### src/rtl/ira_pkg.sv
/*
  Shared constants and types for the indirect register access block:
  register indices, field positions, reset values, target codes, FSM states.
  Assumes a byte-wide register view with one register per 32-bit bus word.
*/
// What this block does
// - analog selector 000 off, 100 video receiver, 101 serial transmitter, else reserved
// - analog auto-increment adds one to offset after each completed access to a valid selector
// - analog direction bit: 0 data port writes, 1 data port reads
// - analog offset register holds the 8-bit offset of every indirect access
// - host write to analog data port triggers indirect write at current offset
// - host read of analog data port returns selected analog register contents
// - internal bus selector: 10 configuration data, 11 die identifier, else reserved
// - internal bus auto-increment advances address by one after each completed access
// - writing start-read issues internal bus read, result lands in data low register
// - start-read bit clears itself when the internal bus read finishes
// - internal bus works only while enabled, towards the selected target
// - address low register supplies address byte, resets to 0x00
// - data low register holds the byte moved over the internal bus
package ira_pkg;

  localparam logic [7:0] IRA_IDX_ANA_CTL = 8'h40;
  localparam logic [7:0] IRA_IDX_ANA_OFS = 8'h41;
  localparam logic [7:0] IRA_IDX_ANA_DATA = 8'h42;
  localparam logic [7:0] IRA_IDX_BUS_CTL = 8'h48;
  localparam logic [7:0] IRA_IDX_BUS_ADR = 8'h49;
  localparam logic [7:0] IRA_IDX_BUS_DATA = 8'h4b;
  localparam logic [7:0] IRA_IDX_STATUS = 8'h4e;

  localparam int IRA_ANA_SEL_HI = 4;
  localparam int IRA_ANA_SEL_LO = 2;
  localparam int IRA_ANA_INC_BIT = 1;
  localparam int IRA_ANA_DIR_BIT = 0;
  localparam int IRA_BUS_SEL_HI = 4;
  localparam int IRA_BUS_SEL_LO = 3;
  localparam int IRA_BUS_INC_BIT = 2;
  localparam int IRA_BUS_READ_BIT = 1;
  localparam int IRA_BUS_EN_BIT = 0;
  localparam int IRA_STS_ANA_BUSY_BIT = 0;
  localparam int IRA_STS_BUS_BUSY_BIT = 1;
  localparam int IRA_STS_ANA_RSVD_BIT = 2;
  localparam int IRA_STS_BUS_REFUSED_BIT = 3;

  localparam logic [7:0] IRA_RST_BYTE = 8'h00;
  localparam logic [31:0] IRA_RST_WORD = 32'h0000_0000;
  localparam logic [7:0] IRA_ANA_IDLE_DATA = 8'h00;

  localparam logic [2:0] IRA_ANA_SEL_OFF = 3'h0;
  localparam logic [2:0] IRA_ANA_SEL_VIDRX = 3'h4;
  localparam logic [2:0] IRA_ANA_SEL_SERTX = 3'h5;
  localparam logic [1:0] IRA_BUS_SEL_CFG = 2'h2;
  localparam logic [1:0] IRA_BUS_SEL_DIEID = 2'h3;

  typedef struct packed {
    logic rd;
    logic [2:0] sel;
    logic [7:0] offset;
    logic [7:0] wdata;
  } ira_ana_req_t;

  typedef struct packed {
    logic [1:0] target;
    logic [7:0] addr;
  } ira_bus_req_t;

  typedef enum logic [1:0] {
    IRA_ANA_IDLE = 2'b00,
    IRA_ANA_WAIT = 2'b01,
    IRA_ANA_SKIP = 2'b10
  } ira_ana_state_t;

  typedef enum logic [1:0] {
    IRA_BUS_IDLE = 2'b00,
    IRA_BUS_SETUP = 2'b01,
    IRA_BUS_ACCESS = 2'b10
  } ira_bus_state_t;

  typedef enum logic [1:0] {
    IRA_AVS_IDLE = 2'b00,
    IRA_AVS_INDIRECT = 2'b01,
    IRA_AVS_ACK = 2'b10
  } ira_avs_state_t;

endpackage

### src/rtl/ira_top.sv
/*
  Indirect register access block: Avalon-MM register slave with waitrequest,
  reaching analog block registers through an offset/data window and an
  internal read-only APB space through a start-read window.
  Assumes analog blocks and APB targets run on i_sys_clk; the Avalon master
  holds its request until it samples waitrequest low.
*/
// Our own choice: the Avalon-MM interface to the registers.
`timescale 1ns/1ps
module ira_top (
  input wire logic i_sys_clk,
  input wire logic i_reset,
  input wire logic [9:0] i_avs_address,
  input wire logic [3:0] i_avs_byteenable,
  input wire logic i_avs_read,
  input wire logic i_avs_write,
  input wire logic [31:0] i_avs_writedata,
  output logic [31:0] o_avs_readdata,
  output logic o_avs_waitrequest,
  output logic [2:0] o_ana_sel,
  output logic [7:0] o_ana_addr,
  output logic [7:0] o_ana_wdata,
  output logic o_ana_wr,
  output logic o_ana_rd,
  input wire logic [7:0] i_ana_rdata,
  input wire logic i_ana_ack,
  output logic o_apb_psel,
  output logic o_apb_penable,
  output logic o_apb_pwrite,
  output logic [7:0] o_apb_paddr,
  output logic [1:0] o_apb_target,
  input wire logic [7:0] i_apb_prdata,
  input wire logic i_apb_pready
);
  import ira_pkg::*;

  ira_avs_state_t avs_state_ff, nxt_avs_state;
  logic [31:0] readdata_ff;
  logic [7:0] rd_byte;
  logic [7:0] idx;
  logic [7:0] wbyte;
  logic avs_req;
  logic data_trig;
  logic commit_wr;

  logic [2:0] ana_sel_ff;
  logic ana_inc_ff;
  logic ana_dir_ff;
  logic [7:0] ana_ofs_ff;
  logic [7:0] ana_data_ff;
  logic ana_rsvd_ff;

  logic [1:0] bus_sel_ff;
  logic bus_inc_ff;
  logic bus_read_ff;
  logic bus_en_ff;
  logic [7:0] bus_adr_ff;
  logic [7:0] bus_data_ff;
  logic bus_refused_ff;

  ira_ana_req_t ana_req;
  logic ana_go;
  logic ana_done;
  logic ana_real;
  logic [7:0] ana_rdata;

  ira_bus_req_t bus_req;
  logic bus_start;
  logic bus_busy;
  logic bus_done;
  logic [7:0] bus_rdata;
  logic bus_start_ok;
  logic bus_start_wr;

  // registers sit one per word; the low two address bits are ignored
  assign idx = i_avs_address[9:2];
  assign wbyte = i_avs_writedata[7:0];
  assign avs_req = i_avs_read | i_avs_write;

  // only a data-port access in the active direction goes out to a block
  assign data_trig = (idx == IRA_IDX_ANA_DATA) &&
                     ((i_avs_write && i_avs_byteenable[0] && !ana_dir_ff) ||
                      (i_avs_read && ana_dir_ff));

  // a write lands at the edge where the master sees waitrequest low
  assign commit_wr = (avs_state_ff == IRA_AVS_ACK) && i_avs_write && i_avs_byteenable[0];

  assign o_avs_waitrequest = avs_req && (avs_state_ff != IRA_AVS_ACK);
  assign o_avs_readdata = readdata_ff;

  always_comb begin
    nxt_avs_state = avs_state_ff;
    ana_go = 1'b0;
    case (avs_state_ff)
      IRA_AVS_IDLE: begin
        if (avs_req && data_trig) begin
          nxt_avs_state = IRA_AVS_INDIRECT;
          ana_go = 1'b1;
        end else if (avs_req) begin
          nxt_avs_state = IRA_AVS_ACK;
        end
      end
      IRA_AVS_INDIRECT: begin
        if (ana_done) begin
          nxt_avs_state = IRA_AVS_ACK;
        end
      end
      IRA_AVS_ACK: nxt_avs_state = IRA_AVS_IDLE;
      default: nxt_avs_state = IRA_AVS_IDLE;
    endcase
  end

  always_ff @(posedge i_sys_clk) begin
    if (i_reset) begin
      avs_state_ff <= IRA_AVS_IDLE;
    end else begin
      avs_state_ff <= nxt_avs_state;
    end
  end

  always_comb begin
    rd_byte = IRA_RST_BYTE;
    case (idx)
      IRA_IDX_ANA_CTL: begin
        rd_byte[IRA_ANA_SEL_HI:IRA_ANA_SEL_LO] = ana_sel_ff;
        rd_byte[IRA_ANA_INC_BIT] = ana_inc_ff;
        rd_byte[IRA_ANA_DIR_BIT] = ana_dir_ff;
      end
      IRA_IDX_ANA_OFS: rd_byte = ana_ofs_ff;
      IRA_IDX_ANA_DATA: rd_byte = ana_data_ff;
      IRA_IDX_BUS_CTL: begin
        rd_byte[IRA_BUS_SEL_HI:IRA_BUS_SEL_LO] = bus_sel_ff;
        rd_byte[IRA_BUS_INC_BIT] = bus_inc_ff;
        rd_byte[IRA_BUS_READ_BIT] = bus_read_ff;
        rd_byte[IRA_BUS_EN_BIT] = bus_en_ff;
      end
      IRA_IDX_BUS_ADR: rd_byte = bus_adr_ff;
      IRA_IDX_BUS_DATA: rd_byte = bus_data_ff;
      IRA_IDX_STATUS: begin
        rd_byte[IRA_STS_ANA_BUSY_BIT] = avs_state_ff == IRA_AVS_INDIRECT;
        rd_byte[IRA_STS_BUS_BUSY_BIT] = bus_busy;
        rd_byte[IRA_STS_ANA_RSVD_BIT] = ana_rsvd_ff;
        rd_byte[IRA_STS_BUS_REFUSED_BIT] = bus_refused_ff;
      end
      default: rd_byte = IRA_RST_BYTE;
    endcase
  end

  // read data is latched on entry to ACK and stands through that cycle
  always_ff @(posedge i_sys_clk) begin
    if (i_reset) begin
      readdata_ff <= IRA_RST_WORD;
    end else if (avs_state_ff == IRA_AVS_INDIRECT && ana_done) begin
      readdata_ff <= {24'h00_0000, ana_rdata};
    end else if (avs_state_ff == IRA_AVS_IDLE && avs_req && !data_trig) begin
      readdata_ff <= {24'h00_0000, rd_byte};
    end
  end

  always_ff @(posedge i_sys_clk) begin
    if (i_reset) begin
      ana_sel_ff <= IRA_ANA_SEL_OFF;
      ana_inc_ff <= 1'b0;
      ana_dir_ff <= 1'b0;
    end else if (commit_wr && idx == IRA_IDX_ANA_CTL) begin
      ana_sel_ff <= wbyte[IRA_ANA_SEL_HI:IRA_ANA_SEL_LO];
      ana_inc_ff <= wbyte[IRA_ANA_INC_BIT];
      ana_dir_ff <= wbyte[IRA_ANA_DIR_BIT];
    end
  end

  // host write and increment never meet: the increment ends before ACK
  always_ff @(posedge i_sys_clk) begin
    if (i_reset) begin
      ana_ofs_ff <= IRA_RST_BYTE;
    end else if (commit_wr && idx == IRA_IDX_ANA_OFS) begin
      ana_ofs_ff <= wbyte;
    end else if (ana_real && ana_inc_ff) begin
      ana_ofs_ff <= ana_ofs_ff + 8'h01;
    end
  end

  always_ff @(posedge i_sys_clk) begin
    if (i_reset) begin
      ana_data_ff <= IRA_RST_BYTE;
    end else if (commit_wr && idx == IRA_IDX_ANA_DATA) begin
      ana_data_ff <= wbyte;
    end else if (ana_done && ana_dir_ff) begin
      ana_data_ff <= ana_rdata;
    end
  end

  // sticky: an access with a disabled or reserved selector; set wins over clear
  always_ff @(posedge i_sys_clk) begin
    if (i_reset) begin
      ana_rsvd_ff <= 1'b0;
    end else if (ana_done && !ana_real) begin
      ana_rsvd_ff <= 1'b1;
    end else if (commit_wr && idx == IRA_IDX_STATUS && wbyte[IRA_STS_ANA_RSVD_BIT]) begin
      ana_rsvd_ff <= 1'b0;
    end
  end

  assign ana_req.rd = ana_dir_ff;
  assign ana_req.sel = ana_sel_ff;
  assign ana_req.offset = ana_ofs_ff;
  assign ana_req.wdata = i_avs_write ? wbyte : ana_data_ff;

  ira_ana_port u_ana_port (
    .i_sys_clk(i_sys_clk),
    .i_reset(i_reset),
    .i_go(ana_go),
    .i_req(ana_req),
    .o_done(ana_done),
    .o_real(ana_real),
    .o_rdata(ana_rdata),
    .o_port_sel(o_ana_sel),
    .o_port_addr(o_ana_addr),
    .o_port_wdata(o_ana_wdata),
    .o_port_wr(o_ana_wr),
    .o_port_rd(o_ana_rd),
    .i_port_rdata(i_ana_rdata),
    .i_port_ack(i_ana_ack)
  );

  // a start is taken only when enabled towards a defined target
  assign bus_start_ok = wbyte[IRA_BUS_EN_BIT] &&
                        (wbyte[IRA_BUS_SEL_HI:IRA_BUS_SEL_LO] == IRA_BUS_SEL_CFG ||
                         wbyte[IRA_BUS_SEL_HI:IRA_BUS_SEL_LO] == IRA_BUS_SEL_DIEID);
  assign bus_start_wr = commit_wr && idx == IRA_IDX_BUS_CTL && wbyte[IRA_BUS_READ_BIT];

  always_ff @(posedge i_sys_clk) begin
    if (i_reset) begin
      bus_sel_ff <= 2'h0;
      bus_inc_ff <= 1'b0;
      bus_en_ff <= 1'b0;
    end else if (commit_wr && idx == IRA_IDX_BUS_CTL) begin
      bus_sel_ff <= wbyte[IRA_BUS_SEL_HI:IRA_BUS_SEL_LO];
      bus_inc_ff <= wbyte[IRA_BUS_INC_BIT];
      bus_en_ff <= wbyte[IRA_BUS_EN_BIT];
    end
  end

  // a new start in the completion cycle wins over the self-clear
  always_ff @(posedge i_sys_clk) begin
    if (i_reset) begin
      bus_read_ff <= 1'b0;
    end else if (bus_start_wr && bus_start_ok) begin
      bus_read_ff <= 1'b1;
    end else if (bus_done) begin
      bus_read_ff <= 1'b0;
    end
  end

  always_ff @(posedge i_sys_clk) begin
    if (i_reset) begin
      bus_refused_ff <= 1'b0;
    end else if (bus_start_wr && !bus_start_ok) begin
      bus_refused_ff <= 1'b1;
    end else if (commit_wr && idx == IRA_IDX_STATUS && wbyte[IRA_STS_BUS_REFUSED_BIT]) begin
      bus_refused_ff <= 1'b0;
    end
  end

  // host write wins over the increment so software can always re-aim
  always_ff @(posedge i_sys_clk) begin
    if (i_reset) begin
      bus_adr_ff <= IRA_RST_BYTE;
    end else if (commit_wr && idx == IRA_IDX_BUS_ADR) begin
      bus_adr_ff <= wbyte;
    end else if (bus_done && bus_inc_ff) begin
      bus_adr_ff <= bus_adr_ff + 8'h01;
    end
  end

  always_ff @(posedge i_sys_clk) begin
    if (i_reset) begin
      bus_data_ff <= IRA_RST_BYTE;
    end else if (bus_done) begin
      bus_data_ff <= bus_rdata;
    end else if (commit_wr && idx == IRA_IDX_BUS_DATA) begin
      bus_data_ff <= wbyte;
    end
  end

  // done blocks a relaunch in the cycle before the start bit drops
  assign bus_start = bus_read_ff && !bus_busy && !bus_done;
  assign bus_req.target = bus_sel_ff;
  assign bus_req.addr = bus_adr_ff;

  ira_bus_master u_bus_master (
    .i_sys_clk(i_sys_clk),
    .i_reset(i_reset),
    .i_start(bus_start),
    .i_req(bus_req),
    .o_busy(bus_busy),
    .o_done(bus_done),
    .o_rdata(bus_rdata),
    .o_psel(o_apb_psel),
    .o_penable(o_apb_penable),
    .o_pwrite(o_apb_pwrite),
    .o_paddr(o_apb_paddr),
    .o_ptarget(o_apb_target),
    .i_prdata(i_apb_prdata),
    .i_pready(i_apb_pready)
  );

endmodule

### src/rtl/ira_ana_port.sv
/*
  Analog register port engine: runs one indirect read or write towards the
  selected analog block. Assumes the analog blocks share i_sys_clk and answer
  a held strobe with a one-cycle i_port_ack carrying read data.
*/
`timescale 1ns/1ps
module ira_ana_port (
  input wire logic i_sys_clk,
  input wire logic i_reset,
  input wire logic i_go,
  input wire ira_pkg::ira_ana_req_t i_req,
  output logic o_done,
  output logic o_real,
  output logic [7:0] o_rdata,
  output logic [2:0] o_port_sel,
  output logic [7:0] o_port_addr,
  output logic [7:0] o_port_wdata,
  output logic o_port_wr,
  output logic o_port_rd,
  input wire logic [7:0] i_port_rdata,
  input wire logic i_port_ack
);
  import ira_pkg::*;

  ira_ana_state_t state_ff, nxt_state;
  ira_ana_req_t req_ff;
  logic sel_valid;

  assign sel_valid = (i_req.sel == IRA_ANA_SEL_VIDRX) || (i_req.sel == IRA_ANA_SEL_SERTX);

  always_comb begin
    nxt_state = state_ff;
    case (state_ff)
      IRA_ANA_IDLE: begin
        if (i_go) begin
          nxt_state = sel_valid ? IRA_ANA_WAIT : IRA_ANA_SKIP;
        end
      end
      IRA_ANA_WAIT: begin
        if (i_port_ack) begin
          nxt_state = IRA_ANA_IDLE;
        end
      end
      IRA_ANA_SKIP: nxt_state = IRA_ANA_IDLE;
      default: nxt_state = IRA_ANA_IDLE;
    endcase
  end

  always_ff @(posedge i_sys_clk) begin
    if (i_reset) begin
      state_ff <= IRA_ANA_IDLE;
    end else begin
      state_ff <= nxt_state;
    end
  end

  always_ff @(posedge i_sys_clk) begin
    if (i_reset) begin
      req_ff <= '0;
    end else if (state_ff == IRA_ANA_IDLE && i_go) begin
      req_ff <= i_req;
    end
  end

  always_ff @(posedge i_sys_clk) begin
    if (i_reset) begin
      o_done <= 1'b0;
      o_real <= 1'b0;
      o_rdata <= IRA_RST_BYTE;
    end else begin
      o_done <= (state_ff == IRA_ANA_WAIT && i_port_ack) || state_ff == IRA_ANA_SKIP;
      o_real <= state_ff == IRA_ANA_WAIT && i_port_ack;
      if (state_ff == IRA_ANA_WAIT && i_port_ack) begin
        o_rdata <= req_ff.rd ? i_port_rdata : req_ff.wdata;
      end else if (state_ff == IRA_ANA_SKIP) begin
        o_rdata <= IRA_ANA_IDLE_DATA;
      end
    end
  end

  // strobes only exist in WAIT, so a disabled selector never reaches a block
  assign o_port_sel = req_ff.sel;
  assign o_port_addr = req_ff.offset;
  assign o_port_wdata = req_ff.wdata;
  assign o_port_wr = state_ff == IRA_ANA_WAIT && !req_ff.rd;
  assign o_port_rd = state_ff == IRA_ANA_WAIT && req_ff.rd;

endmodule

### src/rtl/ira_bus_master.sv
/*
  Internal APB read master: one read per start towards the selected target.
  Assumes the targets are read-only, share i_sys_clk and use pready.
*/
`timescale 1ns/1ps
module ira_bus_master (
  input wire logic i_sys_clk,
  input wire logic i_reset,
  input wire logic i_start,
  input wire ira_pkg::ira_bus_req_t i_req,
  output logic o_busy,
  output logic o_done,
  output logic [7:0] o_rdata,
  output logic o_psel,
  output logic o_penable,
  output logic o_pwrite,
  output logic [7:0] o_paddr,
  output logic [1:0] o_ptarget,
  input wire logic [7:0] i_prdata,
  input wire logic i_pready
);
  import ira_pkg::*;

  ira_bus_state_t state_ff, nxt_state;
  ira_bus_req_t req_ff;

  always_comb begin
    nxt_state = state_ff;
    case (state_ff)
      IRA_BUS_IDLE: begin
        if (i_start) begin
          nxt_state = IRA_BUS_SETUP;
        end
      end
      IRA_BUS_SETUP: nxt_state = IRA_BUS_ACCESS;
      IRA_BUS_ACCESS: begin
        if (i_pready) begin
          nxt_state = IRA_BUS_IDLE;
        end
      end
      default: nxt_state = IRA_BUS_IDLE;
    endcase
  end

  always_ff @(posedge i_sys_clk) begin
    if (i_reset) begin
      state_ff <= IRA_BUS_IDLE;
    end else begin
      state_ff <= nxt_state;
    end
  end

  // start is only sampled in IDLE, so a pending read is never overlapped
  always_ff @(posedge i_sys_clk) begin
    if (i_reset) begin
      req_ff <= '0;
    end else if (state_ff == IRA_BUS_IDLE && i_start) begin
      req_ff <= i_req;
    end
  end

  always_ff @(posedge i_sys_clk) begin
    if (i_reset) begin
      o_done <= 1'b0;
      o_rdata <= IRA_RST_BYTE;
    end else begin
      o_done <= state_ff == IRA_BUS_ACCESS && i_pready;
      if (state_ff == IRA_BUS_ACCESS && i_pready) begin
        o_rdata <= i_prdata;
      end
    end
  end

  assign o_busy = state_ff != IRA_BUS_IDLE;
  assign o_psel = state_ff != IRA_BUS_IDLE;
  assign o_penable = state_ff == IRA_BUS_ACCESS;
  assign o_pwrite = 1'b0;
  assign o_paddr = req_ff.addr;
  assign o_ptarget = req_ff.target;

endmodule

### config.mk
export PLATFORM = sky130hd
export DESIGN_NAME = ira_top
export DESIGN_NICKNAME = d
export VERILOG_FILES = /design/src/rtl/ira_pkg.sv /design/src/rtl/ira_top.sv /design/src/rtl/ira_ana_port.sv /design/src/rtl/ira_bus_master.sv
export SDC_FILE = /design/constraint.sdc
export NUM_CORES = 1
export LEC_CHECK = 0
export ABC_AREA = 1
export BUFFER_PORTS_ARGS = -buffer_cell sky130_fd_sc_hd__buf_2
export CORE_MARGIN = 1
export CORE_UTILIZATION = 45
export DETAILED_ROUTE_END_ITERATION = 8
export PLACE_DENSITY = 0.69
export SLEW_MARGIN = 40
export SYNTH_ARGS = -nofsm -noshare
export SYNTH_HDL_FRONTEND = slang
export SYNTH_SLANG_ARGS = --single-unit
### constraint.sdc
create_clock -name i_sys_clk -period 1.55 [get_ports i_sys_clk]
set_input_delay 0.2325 -clock i_sys_clk [delete_from_list [all_inputs] [get_ports i_sys_clk]]
set_output_delay 0.2325 -clock i_sys_clk [all_outputs]
set_load 0.01 [all_outputs]
Yosys cells after proc, flatten, opt, wreduce, memory -nomap -nowiden
Cells that the tools add are included.

Register bits: 107. Bits of input ports: 68. Output and inout port bits: 67. Word-level logic and storage cells: 154.

Add/sub/neg operators: 2. Equal/unequal tests: 24. Muxes and demuxes: 36. Bitwise operators: 1. Reduce and logical (&&, ||, !) cells: 63.

Operator list (count): 8-bit 2-to-1 mux (14); 8-bit by 7-bit == test with 1-bit output, second input constant (7); 1-bit logical AND (36); 4-bit case mux with 7 select lines (1); 2-bit nonzero test (10); 8-bit by 1-bit adder with 8-bit output, second input constant (2); 2-bit 2-to-1 mux (8); 3-bit case mux with 4 select lines (1); 2-bit == test, second input constant (5); 1-bit 2-to-1 mux (8); 2-bit by 1-bit != test with 1-bit output, second input constant (4); 2-bit case mux with 2 select lines (2); 1-bit zero test (7); 2-bit by 1-bit == test with 1-bit output, second input constant (3); 3-bit == test, second input constant (2); 2-bit zero test (3); 1-bit case mux with 6 select lines (1); 2-bit case mux with 3 select lines (1); 2-bit AND reduction (3); 1-bit logical OR (4); 2-bit != test, second input constant (2); 3-bit != test, second input constant (1); 1-bit OR (1).

Logic depth before layout (Yosys ltp)
Gate-level depths: netlist of run 1.

Depth in word-level cells: 9. Mapped depth: 11. Gate-level depth less buffers: 10.

By module
A second synthesis of run 1 with hierarchy kept.

Cells, all modules: 852. Area total of the unflattened synthesis: 5785.5 um2.

By module, submodules not included: ira_top (instances 1, cells an instance 536, area an instance 3485.8 um2, seq. area each 1081.0 um2); ira_ana_port (instances 1, cells an instance 183, area an instance 1375.1 um2, seq. area each 640.6 um2); ira_bus_master (instances 1, cells an instance 133, area an instance 924.6 um2, seq. area each 420.4 um2).

Worst setup path before layout of run 1
Ideal clock, no wire load.

Kind: register to register. Start point: register avs_state_ff[1]. End point: register bus_adr_ff[1]. Setup time: 0.110 ns. Arrival time: 1.229 ns. Required time: 1.440 ns. Path slack: 0.211 ns. Cell stages (with the launch flop): 11. Buffers on the path: 1. Period minus slack after synthesis: 1.339 ns. Path through: dfxtp_1 inv_2 nor3_4 nand3_2 buf_2 nand2_1 inv_1 nand2_1 o211ai_1 nand2_1 inv_1.

Longest elaborated chain between the ends: 5. Elaborated cells on any way between the ends: 6. Those cells by class: 1 x eq/ne; 1 x mux; 4 x reduce/logical.

Ends and longest elaborated chain: start: declaration (line ira_top.sv:37) `ira_avs_state_t avs_state_ff, nxt_avs_state;`; start signal: assignment (line ira_top.sv:117) `avs_state_ff <= nxt_avs_state;`; 2-bit == test * (line ira_top.sv:86) `assign commit_wr = (avs_state_ff == IRA_AVS_ACK) && i_avs_write && i_avs_byteenable[0];`; 1-bit logical AND * (2 in series) (line ira_top.sv:86); 1-bit logical AND * (line ira_top.sv:269) `end else if (commit_wr && idx == IRA_IDX_BUS_ADR) begin`; 8-bit 2-to-1 mux or 2-bit nonzero test (tied branches); end signal: assignment (line ira_top.sv:270) `bus_adr_ff <= wbyte;`; end signal: assignment (line ira_top.sv:272) `bus_adr_ff <= bus_adr_ff + 8'h01;`; end: declaration (line ira_top.sv:57) `logic [7:0] bus_adr_ff;`.

Mark *: on every way between the ends. The rest lies on a longest branch, timed or not. A chain may end at the register's enable or synchronous reset.

Final worst setup path of run 1
Start point: register avs_state_ff[1]. End point: register ana_data_ff[3].

Longest elaborated chain between the ends: 5. Elaborated cells on any way between the ends: 6. Those cells by class: 1 x eq/ne; 1 x mux; 4 x reduce/logical.

Ends and longest elaborated chain: 2-bit == test * (line ira_top.sv:86); 1-bit logical AND * (2 in series) (line ira_top.sv:86); 1-bit logical AND * (line ira_top.sv:186) `end else if (commit_wr && idx == IRA_IDX_ANA_DATA) begin`; 8-bit 2-to-1 mux or 2-bit nonzero test (tied branches); end signal: assignment (line ira_top.sv:187) `ana_data_ff <= wbyte;`; end signal: assignment (line ira_top.sv:189) `ana_data_ff <= ana_rdata;`; end: declaration (line ira_top.sv:50) `logic [7:0] ana_data_ff;`.

Marked as above.

==> impl_results.md, run 1 <==
- Result of the run: completed
- Number of CTS-inserted buffers: 9
- Antenna violations before repair: 0
- CP Data Arrival Time: 1.68 ns
- Switching power of the nets: 1.29 mW
- Total core area: 12000 sq um
- Max frequency: 695 MHz
- Ordered cell list for the critical path: inv_2 > nor3_4 > buf_6 > inv_2 > nor2_4 > buf_4 > a21oi_1
- Cts hold-fix bufs: 0
- Overall die height: 113 um
- Number of buffers on the longest clock path: 2
- Number of global-route vias before repair: 4407
- Number of cells produced by synthesis: 794
- Power share of the sequential group: 48.7%
- Worst Hold Margin: 0.140 ns
- Clock Latency Late Sink: 0.35 ns
- Fraction of the yosys area taken by sequential cells: 38.9%
- Highest net fanout along the worst path: 11
- Number of maximum-capacitance constraint violations: 0
- Unrepaired setup endpoints after global routing: true
- Aggregate routed wire length: 14400 um
- Wire length of the first global-routing pass: 23100 um
- Leakage power: 2.74 nW
- Antenna diode count: 0
- Initial Utilization: 46.0%
- WS Path Type: reg -> reg
- Critical hold path startpoint: i_apb_prdata[6]
- Overall power consumption: 5.66 mW
- Number of endpoints failing setup at the final stage: 0
- Ports placed on the boundary: 135
- VDD IR max: 0.515 mV
- Width of the die: 113 um
- Share of layout cells above drive strength 1: 20.2%
- M1 GR Usage: 34.6%
- Internal power component: 4.37 mW
- Root buffer cell: sky130_fd_sc_hd__clkbuf_16
- Overall fraction of global-route tracks in use: 23.6%
- Setup slack of the most critical reg-to-reg path: 0.11 ns
- Worst path required time: 1.79 ns
- Dpl hpwl: 10800 um
- Worst hold path depth: 3
- Endpoint type of the worst setup path: flip-flop
- Worst clock skew: 0.00567 ns
- Slowest library cell on the worst path: sky130_fd_sc_hd__dfxtp_2
- CTS H-Tree Depth: 3
- Mean cell area of the mapped netlist: 6.94 sq um
- Power share of the combinational group: 6.0%
- Clock group share of total power: 45.3%
- Layout-stage area growth over the synthesis result: 16.2%
- Routing usage on met2: 35.2%
- 1st-iter DRT viols: 400
- Length of the first detailed-routing pass in iterations: 5
- Total count of hold-check failures in the final report: 0
- Yosys warnings: 0
- # rows: 40
- End point of the worst hold path: u_bus_master.o_rdata[6]
- Final worst-path cycle share: 92.8%
- Worst-case reg-to-reg path depth: 7
- CTS sink cnt: 107
- Kind of path behind the tightest hold check: in -> reg
- Critical Path Source Type: flip-flop
- DIE AREA: 12700 sq um
- Port bufs: 80
- Total number of nets in the final design: 943
- Number of standard cells in the final layout excluding fillers: 1025
- Post-detailed-route DRC marker count: 0
- TritonCTS clock tree: yes
- Global route hottest layer: met2
- Count of state elements after synthesis: 107
- Met3 capacity usage during global routing: 4.54%
- Via count: 5161
- Overall overflow remaining after global route: 0
- CP peak stage delay: 0.34 ns
- Per-cell via count in the routed design: 5.04
- Sw Ratio: 22.8%
- Routed Antenna Nets: 0
- Final min period: 1.44 ns
- Worst r2r dst: ana_data_ff[3]
- Mapped Area: 5510 sq um
- Netlist cell types: 37
- Largest net degree at the start of global routing: 53
- Wire per inst: 14.1 um
- Final RePlAce weighted congestion: 0.955
- Power density over cell area: 884 nW/um^2
- Most common cell on crit path: sky130_fd_sc_hd__inv_2
- Dpl cells: 1007
- Clk slew on worst S/H paths: 0.07 ns
- Slew Viols, Final: 0
- Worst r2r src: avs_state_ff[1]
how the worst max path moves through the flow:
| stage | cells after the start | to | from |
|---|---|---|---|
| 2_1_floorplan | 10 | bus_adr_ff[1] | avs_state_ff[1] |
| 4_1_cts | 3 | o_ana_rd | u_ana_port.req_ff[19] |
| 3_5_place_dp | 11 | o_avs_readdata[0] | i_avs_address[9] |
| 6_report | 7 | ana_data_ff[3] | avs_state_ff[1] |
| 5_1_grt | 7 | ana_data_ff[0] | ana_dir_ff |
| 3_3_place_gp | 11 | o_avs_readdata[1] | i_avs_address[9] |
power groups by stage:
| stage | Clock [mW] | Sequential [mW] | Combinational (mW) |
|---|---|---|---|
| 2_1_floorplan | 0 | 2.82 | 0.225 |
| 3_3_place_gp | 0 | 2.82 | 0.330 |
| 3_5_place_dp | 0 | 2.82 | 0.331 |
| 4_1_cts | 2.61 | 2.75 | 0.333 |
| 5_1_grt | 2.73 | 2.75 | 0.371 |
| 6_report | 2.57 | 2.75 | 0.341 |
layout by cell type, fill, tap and decap left out, drive strengths merged:
| cell type | count |
|---|---|
| o32ai | 1 |
| o21ai | 83 |
| dfxtp | 107 |
| bufinv | 2 |
| clkinv | 2 |
| mux2i | 5 |
| a21oi | 71 |
| nor3 | 10 |
| o31ai | 1 |
| a31oi | 14 |
| nand2 | 193 |
| inv | 76 |
| nand4 | 3 |
| clkbuf | 11 |
| buf | 120 |
| o21a | 1 |
| nand3 | 70 |
| ha | 2 |
| o211ai | 2 |
| xnor2 | 2 |
| conb | 25 |
| nor2 | 68 |
| or4 | 1 |
| or2 | 2 |
| xor2 | 6 |
cell usage after synthesis:
master / count / share of area (%)
sky130_fd_sc_hd__xnor2_1: 2 / 0.32
sky130_fd_sc_hd__nand2_2: 7 / 0.80
sky130_fd_sc_hd__a31oi_1: 14 / 1.6
sky130_fd_sc_hd__clkbuf_1: 16 / 1.1
sky130_fd_sc_hd__a21oi_1: 70 / 6.4
sky130_fd_sc_hd__a21oi_2: 1 / 0.16
sky130_fd_sc_hd__o211ai_1: 2 / 0.27
sky130_fd_sc_hd__buf_4: 49 / 6.7
sky130_fd_sc_hd__nand3_1: 67 / 6.1
sky130_fd_sc_hd__or2_2: 2 / 0.23
sky130_fd_sc_hd__o32ai_1: 1 / 0.16
sky130_fd_sc_hd__nor2_8: 1 / 0.36
sky130_fd_sc_hd__o21ai_1: 3 / 0.27
sky130_fd_sc_hd__ha_1: 2 / 0.45
sky130_fd_sc_hd__buf_2: 7 / 0.64
sky130_fd_sc_hd__nor3_4: 1 / 0.30
sky130_fd_sc_hd__o21ai_0: 80 / 7.3
sky130_fd_sc_hd__conb_1: 1 / 0.068
sky130_fd_sc_hd__buf_6: 3 / 0.61
sky130_fd_sc_hd__xor2_1: 6 / 0.95
sky130_fd_sc_hd__buf_1: 1 / 0.068
sky130_fd_sc_hd__nor3_1: 8 / 0.73
sky130_fd_sc_hd__inv_1: 62 / 4.2
sky130_fd_sc_hd__nor3_2: 1 / 0.18
sky130_fd_sc_hd__inv_2: 12 / 0.82
sky130_fd_sc_hd__clkinv_1: 1 / 0.068
sky130_fd_sc_hd__o31ai_1: 1 / 0.14
sky130_fd_sc_hd__nand2_1: 186 / 13
sky130_fd_sc_hd__mux2i_1: 5 / 0.91
sky130_fd_sc_hd__nor2_4: 6 / 1.2
sky130_fd_sc_hd__nand3_2: 3 / 0.55
sky130_fd_sc_hd__nor2_1: 59 / 4.0
sky130_fd_sc_hd__dfxtp_1: 107 / 39
sky130_fd_sc_hd__o21a_1: 1 / 0.14
sky130_fd_sc_hd__nand4_1: 3 / 0.34
sky130_fd_sc_hd__nor2_2: 2 / 0.23
sky130_fd_sc_hd__or4_1: 1 / 0.14
state kept, by name, indices dropped and copies added (netlist names), 8 cells and up:
name / cells
ana_data_ff: 8
ana_ofs_ff: 8
bus_adr_ff: 8
bus_data_ff: 8
o_avs_readdata: 8
u_ana_port.o_port_addr: 8
u_ana_port.o_port_wdata: 8
u_ana_port.o_rdata: 8
u_bus_master.o_paddr: 8
u_bus_master.o_rdata: 8
kinds of logic after synthesis:
| logic type | count (synthesis) | synth area share (%) |
|---|---|---|
| AOI/OAI and AO/OA | 173 | 16.4 |
| xor gates and xnor gates | 8 | 1.27 |
| adders and majority gates | 2 | 0.454 |
| buffers and inverters | 151 | 14.2 |
| DFF | 107 | 38.9 |
| muxes | 5 | 0.909 |
| other | 1 | 0.0681 |
| and+or+nand+nor | 347 | 27.9 |
per-stage QoR:
stage / utilization (%) / TNS, ns / setup WS (ns) / instance area (sq um)
global placement: 50.3 / 0 / 0.00203 / 6020
detailed placement: 50.3 / -0.0907 / -0.0306 / 6020
CTS: 53.1 / 0 / 0.0225 / 6350
floorplan: - / 0 / 0.211 / 5600
finish: 53.5 / 0 / 0.111 / 6400
global route: 53.5 / -0.0689 / -0.0566 / 6400
what timing repair did:
action / 4_1_cts / 5_1_grt
gates resized for setup: 0 / 10
setup endpoints to repair: 0 / 19
setup buffers: 0 / 2
critical path: cells and delay by family, from the launching register on:
family          cells  cell delay, ns
flops               1            0.34
buf+inv             4            0.46
compound gates      1            0.06
simple gates        2            0.46
routing by layer:
layer,wire length [um],vias up
met5,0,-
met4,193,0
met3,734,16
met2,6200,147
met1,7300,2310
li1,-,2688
cell type report:
type | instances | area [sq um]
clock buffers | 11 | 253
flip-flops and latches | 107 | 2150
multi-input cells | 560 | 2700
inverters | 75 | 282
repair buffers | 120 | 754
clock inverters | 5 | 82.6
well taps | 147 | 184
fillers | 1188 | 5560
Note: power is estimated with default switching activity, not from simulation.
==> run 2, diff against run 1 <==
PLACE_DENSITY = 0.72   (was 0.69)
clock period = 1.24 ns   (was 1.55 ns; I/O delays follow)
==> impl_results.md, run 2 (synthesized netlist as in run 1, its figures left out) <==
- Setup WS pre-CTS: -0.236 ns
- CP Data Arrival Time: 1.70 ns
- Final min period: 1.40 ns
- Dpl hpwl: 11300 um
- Total number of nets in the final design: 994
- Length of the first detailed-routing pass in iterations: 5
- Worst path required time: 1.54 ns
- Number of buffers on the longest clock path: 2
- Largest net degree at the start of global routing: 53
- Kind of path behind the tightest hold check: in -> reg
- VDD IR max: 0.630 mV
- Antenna violations before repair: 0
- Ports placed on the boundary: 135
- Share of layout cells above drive strength 1: 35.1%
- Number of maximum-capacitance constraint violations: 0
- Root buffer cell: sky130_fd_sc_hd__clkbuf_16
- Power density over cell area: 938 nW/um^2
- Slew Viols, Final: 0
- Share of the core filled with cells in the final layout: 61.4%
- Initial Utilization: 46.0%
- Clk slew on worst S/H paths: 0.07 ns
- Endpoint type of the worst setup path: flip-flop
- Total core area: 12000 sq um
- Number of endpoints failing setup at the final stage: 72
- Wire per inst: 15.1 um
- Width of the die: 113 um
- Worst clock skew: 0.0125 ns
- Via count: 5530
- Leakage power: 3.26 nW
- TritonCTS clock tree: yes
- Number of global-route vias before repair: 4894
- Critical Path Source Type: flip-flop
- Dpl cells: 1038
- Highest net fanout along the worst path: 7
- Antenna diode count: 0
- Post-detailed-route DRC marker count: 0
- Most common cell after layout, fill and taps aside: sky130_fd_sc_hd__nand2_1
- Overall power consumption: 6.89 mW
- Port bufs: 80
- Max frequency: 715 MHz
- 1st-iter DRT viols: 392
- Most used cells in the layout excluding fill and tap cells: 154 x sky130_fd_sc_hd__nand2_1, 97 x sky130_fd_sc_hd__dfxtp_1, 78 x sky130_fd_sc_hd__buf_2
- Result of the run: finished with violations
- Number of standard cells in the final layout excluding fillers: 1076
- Violations in the final reports: setup timing
- Routed Antenna Nets: 0
- Clock Latency Late Sink: 0.37 ns
- Final worst setup slack: -0.159 ns
- Overall overflow remaining after global route: 0
- Per-cell via count in the routed design: 5.14
- Layout-stage area growth over the synthesis result: 33.4%
- CTS sink cnt: 107
- Overall fraction of global-route tracks in use: 25.4%
- Final worst-path cycle share: 113%
- DIE AREA: 12700 sq um
- Aggregate routed wire length: 16300 um
- Wire length of the first global-routing pass: 25000 um
- Final RePlAce weighted congestion: 0.947
- # rows: 40
- Total count of hold-check failures in the final report: 0
- CTS H-Tree Depth: 3
- Unrepaired setup endpoints after global routing: true
- Number of CTS-inserted buffers: 9
- WS Path Type: reg -> reg
- Overall die height: 113 um
## run 2: final timing paths
kind	startpoint	to	slack (ns)	cells after the start
worst max-delay path	avs_state_ff[0]	ana_sel_ff[0]	-0.16	7
worst max register to register	avs_state_ff[0]	ana_sel_ff[0]	-0.16	7
worst min-delay path	i_apb_prdata[5]	u_bus_master.o_rdata[5]	0.09	3
worst min register to register	u_bus_master.o_rdata[2]	u_bus_master.o_rdata[2]	0.47	2
## run 2: routing by layer
layer  vias up  routed length (um)  part of all wire, %  GRT usage [%]
li1       2781                   -                    -              -
met1      2505                7480                   46           35.5
met2       216                7330                   45           39.5
met3        28                1110                  6.8           4.05
met4         0                 364                  2.2           9.42
met5         -                   0                    0              0
## run 2: what timing repair did
action | in CTS | in global routing
resized for setup | 68 | 112
pin swaps | 19 | 41
gates cloned | 3 | 2
endpoints found under the setup margin | 77 | 87
hold buffers | 0 | 0
setup buffers | 13 | 6
## run 2: worst max-delay path: stages, from the launching register on
cell,delay [ns]
sky130_fd_sc_hd__dfxtp_4,0.36
sky130_fd_sc_hd__nor3_4,0.20
sky130_fd_sc_hd__buf_6,0.18
sky130_fd_sc_hd__inv_6,0.07
sky130_fd_sc_hd__nor2_4,0.19
sky130_fd_sc_hd__buf_6,0.15
sky130_fd_sc_hd__o21ai_1,0.06
sky130_fd_sc_hd__a21oi_1,0.11
## run 2: power by group
group	internal [mW]	switching [mW]
registers	3.43	0.00413
clock network	1.62	1.32
logic	0.172	0.337
total	5.23	1.66
## run 2: cell type report
type                    instances  area, sq um
clock buffers                  12          246
clock inverters                 4         51.3
fillers                      1067         4610
inverters                      75          304
multi-input cells             562         3150
flip-flops and latches        107         2160
well taps                     147          184
repair buffers                169         1250
## run 2: through the flow
step | hold WS [ns] | cell area (sq um) | setup TNS [ns]
after floorplan | 0.313 | 5630 | -0.0208
after global placement | 0.449 | 6280 | -11.47
after detailed placement | 0.454 | 6280 | -12.29
after CTS | 0.0826 | 6880 | -5.04
after global routing | 0.109 | 7350 | -9.51
final | 0.0880 | 7350 | -5.35
